<file path="src/strap_latch_regs.vh">
// Constants for the reset strap capture block: register map, fields and reset values
`ifndef STRAP_LATCH_REGS_VH
`define STRAP_LATCH_REGS_VH

// ****************************************************************
// Register offsets (byte addresses)
// ****************************************************************
`define OFS_STRAP_STATUS   8'h00
`define OFS_HARD_RESET_LINE_CTRL    8'h04
`define OFS_HARD_RESET_LINE_STATUS  8'h08

// ****************************************************************
// Field positions
// ****************************************************************
`define FLD_BOOT_LO        0
`define FLD_BOOT_HI        3
`define FLD_WDOG           4
`define FLD_POLARITY       5
`define FLD_WIDTH          6
`define FLD_CAPTURED       7
`define FLD_HR_DRIVE       0
`define FLD_HR_LEVEL       0
`define FLD_HR_SEEN        1

// ****************************************************************
// Reset values and bus answers
// ****************************************************************
`define STRAP_RESET        7'h00
`define RESP_OKAY          2'h0
`define RESP_SLVERR        2'h2

`endif

</file>
<file path="src/reset_strap_latch.v">
// Reset strap capture, hard-reset open-drain line and AXI4-Lite register slave
//
// Decided for this implementation: the address map and the AXI4-Lite register port.
`timescale 1ns/1ps
`include "strap_latch_regs.vh"
module reset_strap_latch (
    input  wire        MCLK,
    input  wire        SYS_RST,
    input  wire        POWER_ON_RESET_N,
    input  wire [3:0]  BOOT_SELECT,
    input  wire        WATCHDOG_STRAP,
    input  wire        HOST_STROBE_POLARITY,
    input  wire        HOST_WIDTH_SELECT,
    input  wire        HARD_RESET_LINE_IN,
    output reg         HARD_RESET_LINE_OUT,
    output reg         HARD_RESET_LINE_OE,
    output reg  [3:0]  BOOT_MODE,
    output reg         WATCHDOG_ENABLE,
    output reg         HOST_STROBE_ACTIVE_HIGH,
    output reg         HOST_PORT_8BIT,
    output reg         STRAPS_VALID,
    input  wire [7:0]  S_AXI_AWADDR,
    input  wire        S_AXI_AWVALID,
    output reg         S_AXI_AWREADY,
    input  wire [31:0] S_AXI_WDATA,
    input  wire [3:0]  S_AXI_WSTRB,
    input  wire        S_AXI_WVALID,
    output reg         S_AXI_WREADY,
    output reg  [1:0]  S_AXI_BRESP,
    output reg         S_AXI_BVALID,
    input  wire        S_AXI_BREADY,
    input  wire [7:0]  S_AXI_ARADDR,
    input  wire        S_AXI_ARVALID,
    output reg         S_AXI_ARREADY,
    output reg  [31:0] S_AXI_RDATA,
    output reg  [1:0]  S_AXI_RRESP,
    output reg         S_AXI_RVALID,
    input  wire        S_AXI_RREADY
);

    // ****************************************************************
    // Pin synchronisers
    // ****************************************************************
    // Bit 8 is the hard-reset wire, bit 7 power-on reset, bits 6:0 the straps
    wire [8:0] pin_raw;
    wire [8:0] pin_sync;

    assign pin_raw = {HARD_RESET_LINE_IN,
                      POWER_ON_RESET_N,
                      HOST_WIDTH_SELECT,
                      HOST_STROBE_POLARITY,
                      WATCHDOG_STRAP,
                      BOOT_SELECT};

    genvar gi;
    generate
        for (gi = 0; gi < 9; gi = gi + 1) begin : g_sync
            sync2 u_sync (
                .MCLK    (MCLK),
                .SYS_RST (SYS_RST),
                .d       (pin_raw[gi]),
                .q       (pin_sync[gi])
            );
        end
    endgenerate

    wire [6:0] strap_now;
    wire       por_n;
    wire       hr_level;

    assign strap_now = pin_sync[6:0];
    assign por_n     = pin_sync[7];
    assign hr_level  = pin_sync[8];

    // ****************************************************************
    // Strap capture on release of power-on reset
    // ****************************************************************
    reg       por_prev;
    reg [6:0] strap;
    reg       captured;
    reg       hr_drive;
    reg       hr_seen;

    // Both edges of the strap sampling share the same synchroniser delay, so the
    // straps seen here are those present at the reset edge, give or take one cycle
    always @(posedge MCLK) begin
        if (SYS_RST) begin
            por_prev <= 1'b0;
            strap    <= `STRAP_RESET;
            captured <= 1'b0;
        end else begin
            por_prev <= por_n;
            if (!por_n) begin
                captured <= 1'b0;
            end else if (!por_prev) begin
                strap    <= strap_now;
                captured <= 1'b1;
            end
            // Later pin changes are ignored until power-on reset returns
        end
    end

    // ****************************************************************
    // Decoded configuration outputs
    // ****************************************************************
    wire [3:0] latched_boot;
    wire       latched_wdog;
    wire       latched_polarity;
    wire       latched_width;

    assign latched_boot     = strap[`FLD_BOOT_HI:`FLD_BOOT_LO];
    assign latched_wdog     = strap[`FLD_WDOG];
    assign latched_polarity = strap[`FLD_POLARITY];
    assign latched_width    = strap[`FLD_WIDTH];

    always @(posedge MCLK) begin
        if (SYS_RST) begin
            BOOT_MODE               <= 4'h0;
            WATCHDOG_ENABLE         <= 1'b0;
            HOST_STROBE_ACTIVE_HIGH <= 1'b0;
            HOST_PORT_8BIT          <= 1'b0;
            STRAPS_VALID            <= 1'b0;
        end else begin
            BOOT_MODE               <= latched_boot;
            WATCHDOG_ENABLE         <= captured & latched_wdog;
            HOST_STROBE_ACTIVE_HIGH <= latched_polarity;
            HOST_PORT_8BIT          <= latched_width;
            STRAPS_VALID            <= captured;
        end
    end

    // ****************************************************************
    // Hard-reset open-drain line
    // ****************************************************************
    // Only ever drives low; a high level comes from the board pull-up
    // Pulled during power-on reset too, so the rest of the board is held with us
    always @(posedge MCLK) begin
        if (SYS_RST) begin
            HARD_RESET_LINE_OUT <= 1'b0;
            HARD_RESET_LINE_OE  <= 1'b0;
        end else begin
            HARD_RESET_LINE_OUT <= 1'b0;
            HARD_RESET_LINE_OE  <= hr_drive | ~por_n;
        end
    end

    // ****************************************************************
    // AXI4-Lite slave
    // ****************************************************************
    reg        aw_held;
    reg        w_held;
    reg [7:0]  aw_addr;
    reg [31:0] w_data;
    reg [3:0]  w_strb;

    function [7:0] word_addr;
        input [7:0] a;
        begin
            word_addr = {a[7:2], 2'b00};
        end
    endfunction

    function is_mapped;
        input [7:0] a;
        begin
            is_mapped = (a == `OFS_STRAP_STATUS) || (a == `OFS_HARD_RESET_LINE_CTRL) ||
                        (a == `OFS_HARD_RESET_LINE_STATUS);
        end
    endfunction

    wire do_write;
    wire do_read;
    wire wr_ctrl;
    wire wr_stat;

    assign do_write = aw_held & w_held & ~S_AXI_BVALID;
    assign do_read  = S_AXI_ARVALID & S_AXI_ARREADY;
    assign wr_ctrl  = do_write && aw_addr == `OFS_HARD_RESET_LINE_CTRL && w_strb[0];
    assign wr_stat  = do_write && aw_addr == `OFS_HARD_RESET_LINE_STATUS && w_strb[0];

    wire [7:0]  ar_word;
    wire [31:0] status_word;
    wire [31:0] ctrl_word;
    wire [31:0] line_word;

    assign ar_word     = word_addr(S_AXI_ARADDR);
    assign status_word = {24'h000000, captured, strap};
    assign ctrl_word   = {31'h00000000, hr_drive};
    assign line_word   = {30'h00000000, hr_seen, hr_level};

    // ****************************************************************
    // Write channels
    // ****************************************************************
    // Address and data are taken independently, so either may come first
    always @(posedge MCLK) begin
        if (SYS_RST) begin
            S_AXI_AWREADY <= 1'b0;
            aw_held       <= 1'b0;
            aw_addr       <= 8'h00;
        end else begin
            S_AXI_AWREADY <= ~aw_held & ~S_AXI_AWREADY & S_AXI_AWVALID;
            if (S_AXI_AWVALID & S_AXI_AWREADY) begin
                aw_held <= 1'b1;
                aw_addr <= word_addr(S_AXI_AWADDR);
            end else if (do_write) begin
                aw_held <= 1'b0;
            end
        end
    end

    always @(posedge MCLK) begin
        if (SYS_RST) begin
            S_AXI_WREADY <= 1'b0;
            w_held       <= 1'b0;
            w_data       <= 32'h00000000;
            w_strb       <= 4'h0;
        end else begin
            S_AXI_WREADY <= ~w_held & ~S_AXI_WREADY & S_AXI_WVALID;
            if (S_AXI_WVALID & S_AXI_WREADY) begin
                w_held <= 1'b1;
                w_data <= S_AXI_WDATA;
                w_strb <= S_AXI_WSTRB;
            end else if (do_write) begin
                w_held <= 1'b0;
            end
        end
    end

    always @(posedge MCLK) begin
        if (SYS_RST) begin
            S_AXI_BVALID <= 1'b0;
            S_AXI_BRESP  <= `RESP_OKAY;
        end else begin
            if (do_write) begin
                S_AXI_BVALID <= 1'b1;
                S_AXI_BRESP  <= is_mapped(aw_addr) ? `RESP_OKAY : `RESP_SLVERR;
            end else if (S_AXI_BVALID & S_AXI_BREADY) begin
                S_AXI_BVALID <= 1'b0;
            end
        end
    end

    // Software hard-reset request
    always @(posedge MCLK) begin
        if (SYS_RST) begin
            hr_drive <= 1'b0;
        end else if (wr_ctrl) begin
            hr_drive <= w_data[`FLD_HR_DRIVE];
        end
    end

    // Sticky line-low flag; a new low wins over a clear in the same cycle
    always @(posedge MCLK) begin
        if (SYS_RST) begin
            hr_seen <= 1'b0;
        end else if (!hr_level) begin
            hr_seen <= 1'b1;
        end else if (wr_stat && w_data[`FLD_HR_SEEN]) begin
            hr_seen <= 1'b0;
        end
    end

    // ****************************************************************
    // Read channels
    // ****************************************************************
    always @(posedge MCLK) begin
        if (SYS_RST) begin
            S_AXI_ARREADY <= 1'b0;
        end else begin
            S_AXI_ARREADY <= ~S_AXI_ARREADY & ~S_AXI_RVALID & S_AXI_ARVALID;
        end
    end

    // Data is sampled at the address handshake and held until taken
    always @(posedge MCLK) begin
        if (SYS_RST) begin
            S_AXI_RVALID <= 1'b0;
            S_AXI_RDATA  <= 32'h00000000;
            S_AXI_RRESP  <= `RESP_OKAY;
        end else begin
            if (do_read) begin
                S_AXI_RVALID <= 1'b1;
                S_AXI_RRESP  <= is_mapped(ar_word) ? `RESP_OKAY : `RESP_SLVERR;
                case (ar_word)
                    `OFS_STRAP_STATUS: begin
                        S_AXI_RDATA <= status_word;
                    end
                    `OFS_HARD_RESET_LINE_CTRL: begin
                        S_AXI_RDATA <= ctrl_word;
                    end
                    `OFS_HARD_RESET_LINE_STATUS: begin
                        S_AXI_RDATA <= line_word;
                    end
                    default: begin
                        S_AXI_RDATA <= 32'h00000000;
                    end
                endcase
            end else if (S_AXI_RVALID & S_AXI_RREADY) begin
                S_AXI_RVALID <= 1'b0;
            end
        end
    end

endmodule

</file>
<file path="src/sync2.v">
// Two-flop synchroniser for one pin level
`timescale 1ns/1ps
module sync2 (
    input  wire MCLK,
    input  wire SYS_RST,
    input  wire d,
    output reg  q
);
    reg meta;

    always @(posedge MCLK) begin
        if (SYS_RST) begin
            meta <= 1'b0;
            q    <= 1'b0;
        end else begin
            meta <= d;
            q    <= meta;
        end
    end
endmodule

</file>
<file path="config.mk">
export PLATFORM = sky130hd
export DESIGN_NAME = reset_strap_latch
export DESIGN_NICKNAME = d
export VERILOG_FILES = /design/src/reset_strap_latch.v /design/src/sync2.v
export VERILOG_INCLUDE_DIRS = /design/src /design/src/src
export SDC_FILE = /design/constraint.sdc
export NUM_CORES = 1
export LEC_CHECK = 0
export ABC_AREA = 1
export BUFFER_PORTS_ARGS = -buffer_cell sky130_fd_sc_hd__buf_4
export CAP_MARGIN = 0
export CORE_MARGIN = 10
export CORE_UTILIZATION = 48
export CTS_BUF_LIST = sky130_fd_sc_hd__clkbuf_16
export DETAILED_ROUTE_END_ITERATION = 10
export GPL_TIMING_DRIVEN = 0
export PLACE_DENSITY = 0.84
export SETUP_SLACK_MARGIN = 0.4
export SYNTH_ARGS = -nofsm -noshare
export SYNTH_HDL_FRONTEND = slang
export SYNTH_SLANG_ARGS = --single-unit
</file>
<file path="constraint.sdc">
create_clock -name MCLK -period 1.5 [get_ports MCLK]
set_input_delay 0.3 -clock MCLK [delete_from_list [all_inputs] [get_ports MCLK]]
set_output_delay 0.3 -clock MCLK [all_outputs]
set_load 0.01 [all_outputs]
</file>
==> qor.csv, run 1 <==
stage,metric,value,unit
clock_network,tritoncts,yes,
synthesis,syn_inst,289,
setup_path,critPathArrivalTime,800,ps
routing,top_layer_used,met4,
synthesis,synth_edf_count,0,
setup_path,path_class,reg -> out,
hold_path,hold_path_class,in -> reg,
routing,wl_met1,2170,um
routing,ant_nets,0,
grt,gr-total-overflow,0,
clock_network,ctsRootBufferMaster,clkbuf_16,
cells_and_area,num_antenna_cells,0,
power_and_ir_drop,power.density,1210,nW/um^2
routing,dr_wl_met3,412,um
timing,setup_slack,404,ps
timing,fin_skew,4.78,ps
synthesis,ys_warn_count,0,
setup_path,path_max_fanout,3,
grt,grt_max_degree,11,
timing,fin_crit,1100,ps
cells_and_area,fin_cells,453,
floorplanning,die_area,8080,um^2
routing,viasPerCell,4.30,
clock_network,clock_sinks,64,
placement,placedInstanceArea,2920,um^2
routing,wirelength,5520,um
floorplanning,die-height,89.9,um
cells_and_area,area_growth,39.2,%
power_and_ir_drop,pwr-share-clk,44.6,%
setup_path,path_cells,buf_6,
power_and_ir_drop,ir_worst_vdd,0.000748,V
synthesis,synthArstFlopShare,0,%
synthesis,synth_area_leaders,"dfxtp_1 (55%), nor2_1 (9.4%), buf_4 (9.0%)",
timing,max_freq,0.912,GHz
clock_network,path_clk_slew,50,ps
setup_path,slowest_stage,dfxtp_4,
cells_and_area,stdcell_area,3260,um^2
cells_and_area,layout-drive-gt1-share,34.5,%
grt,gr-usage-all-layers,13.3,%
setup_path,end_kind,output port,
timing,fin_crit_sh,73.1,%
grt,antenna_found_initial,0,
routing,vias,1949,
placement,dp.cells,435,
routing,drc,0,
synthesis,yosysMostFrequentCell,dfxtp_1,
setup_path,cp.required,1200,ps
routing,routedWlPerCell,12.2,um
synthesis,synth_area_per_cell,8.11,um^2
floorplanning,die_w,89.9,um
grt,grt_pass1_wl,8770,um
placement,place_ws,388,ps
power_and_ir_drop,pwr-share-comb,9.4,%
power_and_ir_drop,pwr-share-seq,46.1,%
floorplanning,io_pins,119,
outcome,outcome,completed,
power_and_ir_drop,p_leak,1.59,nW
timing,setup_tns,0,ps
floorplanning,start_util,49.6,%
setup_path,start_kind,flop,
synthesis,ys_seq_elements,64,
clock_network,postCtsHoldBufs,0,
synthesis,seq_area_frac_synth,54.6,%
synthesis,yosys.area.top_type,dfxtp_1,
timing,setup_viol,0,
clock_network,worstSkewPairLatency,320,ps
timing,final_hold_viol_count,0,
power_and_ir_drop,switchingPower,0.000897,W
power_and_ir_drop,p_sw_share,22.8,%
timing,finalMaxSlewViolations,0,
setup_path,path_buf_inv,1,
power_and_ir_drop,intPower,0.00304,W
routing,drtPass1Iterations,4,
synthesis,synth_common_cells,"dfxtp_1 (64), nor2_1 (59), inv_1 (32), buf_4 (28), nand2_1 (28)",
placement,gp_congestion,0.789,
synthesis,syn_area,2340,um^2
clock_network,cts-htree-levels,3,
floorplanning,rows,25,
synthesis,synth_top_cell_area_share,54.6,%
timing,rsz0062_at_grt,yes,
clock_network,numCtsBuffers,9,
clock_network,clock_path_buffers,2,
placement,hpwlAfterDp,3950,um
floorplanning,fp.coreArea,4720,um^2
synthesis,ys.flop_type,dfxtp_1,
setup_path,cp_top_family,flip-flops,
placement,place.port_buffers,53,
setup_path,max_stage_delay,350,ps
cells_and_area,nNetsFinal,449,
synthesis,synth_cell_types,20,
routing,route.met2.wl,2830,um
run,cap_violations,0,
grt,grt_pass1_vias,1950,
routing,first_iter_violations,109,
-- stage by stage --
step | hold WS [ps] | util, % | power [W]
finish | 175 | 69.1 | 0.00394
global placement | 391 | 61.9 | 0.00218
CTS | 170 | 67.5 | 0.00394
floorplan | 388 | - | 0.00206
global route | 186 | 69.1 | 0.00408
detailed placement | 396 | 61.9 | 0.00220
-- state kept, by name, indices dropped and copies added, names as in the netlist, 2 cells and up --
name and count:
BOOT_MODE 4, S_AXI_RDATA 8, aw_addr 6, g_sync.u_sync.q 9
strap 7, g_sync.u_sync.meta 9, w_data 2
-- cells by family (layout without fill, tap and decap cells) --
logic type             after synthesis  after routing  share of synthesized area [%]
AND/OR/NAND/NOR                    100            100                           17.6
buffers and inverters               73            144                           16.6
flip-flops                          64             64                           54.6
AO/OA/AOI/OAI                       51             51                           11.0
other                                1             27                          0.160
-- power by group through the flow --
stage,clock network (W),logic [W],registers [W]
2_1_floorplan,0,0.000211,0.00185
3_3_place_gp,0,0.000342,0.00184
3_5_place_dp,0,0.000351,0.00184
4_1_cts,0.00178,0.000356,0.00181
5_1_grt,0.00185,0.000412,0.00182
6_report,0.00175,0.000369,0.00181
-- final timing paths --
check                        start               endpoint  slack (ps)  cells past startpoint
max reg2reg          S_AXI_ARREADY         S_AXI_RDATA[1]         440                      6
min                 BOOT_SELECT[0]  g_sync[0].u_sync.meta         170                      3
min reg2reg  g_sync[2].u_sync.meta     g_sync[2].u_sync.q         400                      2
max                  S_AXI_ARREADY          S_AXI_ARREADY         400                      1
-- cell usage in the layout (no fill, tap or decap), types with 2 or more instances in the layout --
| cell type | n |
|---|---|
| o21ai_0 | 14 |
| inv_4 | 2 |
| buf_4 | 79 |
| o21ai_1 | 10 |
| buf_6 | 5 |
| nor2_4 | 2 |
| nand2_1 | 28 |
| dfxtp_2 | 11 |
| nor3_1 | 3 |
| buf_2 | 6 |
| nand3_1 | 3 |
| inv_2 | 5 |
| o21ai_2 | 3 |
| nor2_1 | 58 |
| clkbuf_16 | 9 |
| nor2_2 | 3 |
| dfxtp_1 | 51 |
| conb_1 | 27 |
| clkinv_2 | 4 |
| dfxtp_4 | 2 |
| inv_1 | 33 |
| a21oi_1 | 22 |
-- metal layers --
metal,vias to the layer above,track usage (%)
li1,1024,-
met1,852,13.5
met2,60,23.1
met3,13,5.49
met4,0,6.63
met5,-,0
-- cell type report --
class / count / area, um^2
fill: 380 / 1460
sequential: 64 / 1300
multi-input combinational: 178 / 793
timing repair buffer: 55 / 428
buffer: 35 / 251
clock buffer: 9 / 225
inverter: 38 / 148
tap: 67 / 83.8
clock inverter: 7 / 31.3
-- repair_timing --
action	4_1_cts	5_1_grt
gates resized for setup	7	23
endpoints found under the setup margin	7	16
pin swaps	0	5
setup buffers	0	2
No activity file was read; power rests on OpenSTA's default activity.
==> inputs of run 2 (changes only) <==
--- a/config.mk
+++ b/config.mk
@@ -10,11 +10,11 @@
 export BUFFER_PORTS_ARGS = -buffer_cell sky130_fd_sc_hd__buf_4
 export CAP_MARGIN = 0
 export CORE_MARGIN = 10
-export CORE_UTILIZATION = 48
+export CORE_UTILIZATION = 45
 export CTS_BUF_LIST = sky130_fd_sc_hd__clkbuf_16
 export DETAILED_ROUTE_END_ITERATION = 10
 export GPL_TIMING_DRIVEN = 0
-export PLACE_DENSITY = 0.84
+export PLACE_DENSITY = 0.79
 export SETUP_SLACK_MARGIN = 0.4
 export SYNTH_ARGS = -nofsm -noshare
 export SYNTH_HDL_FRONTEND = slang
==> constraint.sdc (replaced) <==
create_clock -name MCLK -period 1.11 [get_ports MCLK]
set_input_delay 0.222 -clock MCLK [delete_from_list [all_inputs] [get_ports MCLK]]
set_output_delay 0.222 -clock MCLK [all_outputs]
set_load 0.01 [all_outputs]
==> qor.csv, run 2 (same netlist as run 1, synthesis figures left out) <==
stage,metric,value,unit,change
outcome,outcome,completed,,
routing,viasPerCell,4.52,,+5.1%
power_and_ir_drop,intPower,0.00421,W,+39%
setup_path,path_max_fanout,3,,unchanged
clock_network,postCtsHoldBufs,0,,unchanged
power_and_ir_drop,power.density,1410,nW/um^2,+17%
routing,drc,0,,unchanged
grt,grt_pass1_wl,10100,um,+16%
routing,ant_nets,0,,unchanged
clock_network,path_clk_slew,50,ps,about the same
cells_and_area,area_growth,67.7,%,
grt,grt_pass1_vias,2171,,+11%
setup_path,max_stage_delay,360,ps,about the same
cells_and_area,layout-drive-gt1-share,53.9,%,+19 points
power_and_ir_drop,pwr-share-clk,42.3,%,-2.3 points
power_and_ir_drop,pwr-share-seq,44.5,%,-1.6 points
grt,gr-total-overflow,0,,unchanged
power_and_ir_drop,pwr-share-comb,13.2,%,+3.8 points
floorplanning,fp.coreArea,5070,um^2,+7.4%
grt,antenna_found_initial,0,,unchanged
timing,max_freq,0.980,GHz,
power_and_ir_drop,switchingPower,0.00133,W,+48%
floorplanning,rows,26,,+4.0%
placement,gp_congestion,0.816,,+3.3%
floorplanning,io_pins,119,,unchanged
setup_path,critPathLaunch,S_AXI_BVALID,,
routing,drtPass1Iterations,4,,unchanged
routing,wirelength,6910,um,+25%
grt,gr-usage-all-layers,14.7,%,+1.4 points
placement,placedInstanceArea,3040,um^2,+4.0%
hold_path,min_from,SYS_RST,,
clock_network,clock_path_buffers,2,,unchanged
routing,routedWlPerCell,14.5,um,+19%
setup_path,path_cells,buf_6,,
clock_network,numCtsBuffers,9,,unchanged
timing,timing.hold.ws,91.1,ps,-83.9 ps
cells_and_area,nNetsFinal,473,,+5.3%
placement,hpwlAfterDp,4040,um,+2.4%
cells_and_area,regArea,1320,um^2,+1.5%
timing,fin_crit_sh,92.0,%,
placement,dp.cells,438,,+0.69%
floorplanning,die-height,92.2,um,+2.6%
setup_path,start_kind,flop,,
clock_network,tritoncts,yes,,
clock_network,cts-htree-levels,3,,unchanged
cells_and_area,top_regs,"g_sync.u_sync.meta: 9 flops, g_sync.u_sync.q: 9 flops, S_AXI_RDATA: 8 flops",,
timing,fin_skew,5.57,ps,+0.795 ps
setup_path,end_kind,output port,,
clock_network,ctsRootBufferMaster,clkbuf_16,,
placement,place.port_buffers,53,,unchanged
timing,final_hold_viol_count,0,,unchanged
power_and_ir_drop,ir_worst_vdd,0.00100,V,+34%
timing,setup_viol,0,,unchanged
floorplanning,die_w,92.2,um,+2.6%
floorplanning,start_util,46.2,%,-3.4 points
cells_and_area,final_common_cell,buf_4,,
cells_and_area,stdcell_area,3930,um^2,+20%
routing,first_iter_violations,160,,+47%
timing,rsz0062_at_grt,yes,,
timing,finalMaxSlewViolations,0,,unchanged
power_and_ir_drop,p_leak,1.81,nW,+14%
cells_and_area,fin_cells,478,,+5.5%
clock_network,clock_sinks,64,,unchanged
power_and_ir_drop,p_sw_share,24.0,%,+1.2 points
setup_path,cp.required,890,ps,-310 ps
hold_path,hold_path_class,in -> reg,,
floorplanning,die_area,8500,um^2,+5.2%
setup_path,path_buf_inv,1,,unchanged
cells_and_area,num_antenna_cells,0,,unchanged
cells_and_area,layout_common_cells,"buf_4 (70), nor2_1 (46), dfxtp_1 (37), buf_6 (37), inv_1 (32)",,
clock_network,worstSkewPairLatency,320,ps,about the same
timing,setup_tns,0,ps,unchanged
run,cap_violations,0,,unchanged
setup_path,path_class,reg -> out,,
setup_path,slowest_stage,dfxtp_4,,
setup_path,reg2reg_from,S_AXI_ARREADY,,
setup_path,critPathArrivalTime,800,ps,about the same
setup_path,cp_top_family,flip-flops,,
routing,vias,2162,,+11%
timing,fin_crit,1020,ps,
cells_and_area,fill_cells,321,,-16%
grt,grt_max_degree,11,,unchanged
cells_and_area,multiInputGateArea,1090,um^2,+37%
run 2: final timing paths:
check	slack [ps]	end	cells past startpoint
min	90	S_AXI_RVALID	2
max	90	S_AXI_BVALID	1
min reg2reg	390	g_sync[7].u_sync.q	2
max reg2reg	100	S_AXI_RDATA[1]	6
run 2: final cells by class:
class                           count  share of cell area (%)
Sequential cell                    64                    33.6
Multi-Input combinational cell    179                    27.7
Timing Repair Buffer               78                    18.7
Buffer                             35                    7.29
Clock buffer                        9                    5.73
Inverter                           38                    4.26
Tap cell                           70                    2.23
Clock inverter                      5                   0.509
run 2: metrics by stage:
stage          util, %  worst slack [ps]  total power (W)
6_report          77.5              89.2          0.00554
5_1_grt           77.5              65.3          0.00573
3_5_place_dp      59.9               121          0.00301
2_1_floorplan        -               188          0.00282
4_1_cts           72.0              86.2          0.00542
3_3_place_gp      59.9               143          0.00300
run 2: per-layer routing:
layer / vias up / GRT usage (%) / routed length, um
li1: 1071 / - / -
met1: 997 / 15.7 / 2720
met2: 81 / 25.2 / 3590
met3: 13 / 5.30 / 466
met4: 0 / 6.81 / 130
met5: - / 0 / 0
run 2: power groups by stage:
stage | clock network, W | registers (W) | logic [W]
2_1_floorplan | 0 | 0.00250 | 0.000318
5_1_grt | 0.00246 | 0.00248 | 0.000792
4_1_cts | 0.00233 | 0.00246 | 0.000629
3_5_place_dp | 0 | 0.00250 | 0.000515
3_3_place_gp | 0 | 0.00249 | 0.000503
6_report | 0.00235 | 0.00247 | 0.000730
run 2: repair_timing:
| item | CTS | global route |
|---|---|---|
| buffers inserted | 12 | 11 |
| cloned | 3 | 0 |
| resized for setup | 83 | 52 |
| endpoints found under the setup margin | 55 | 61 |
| pin swaps | 9 | 16 |
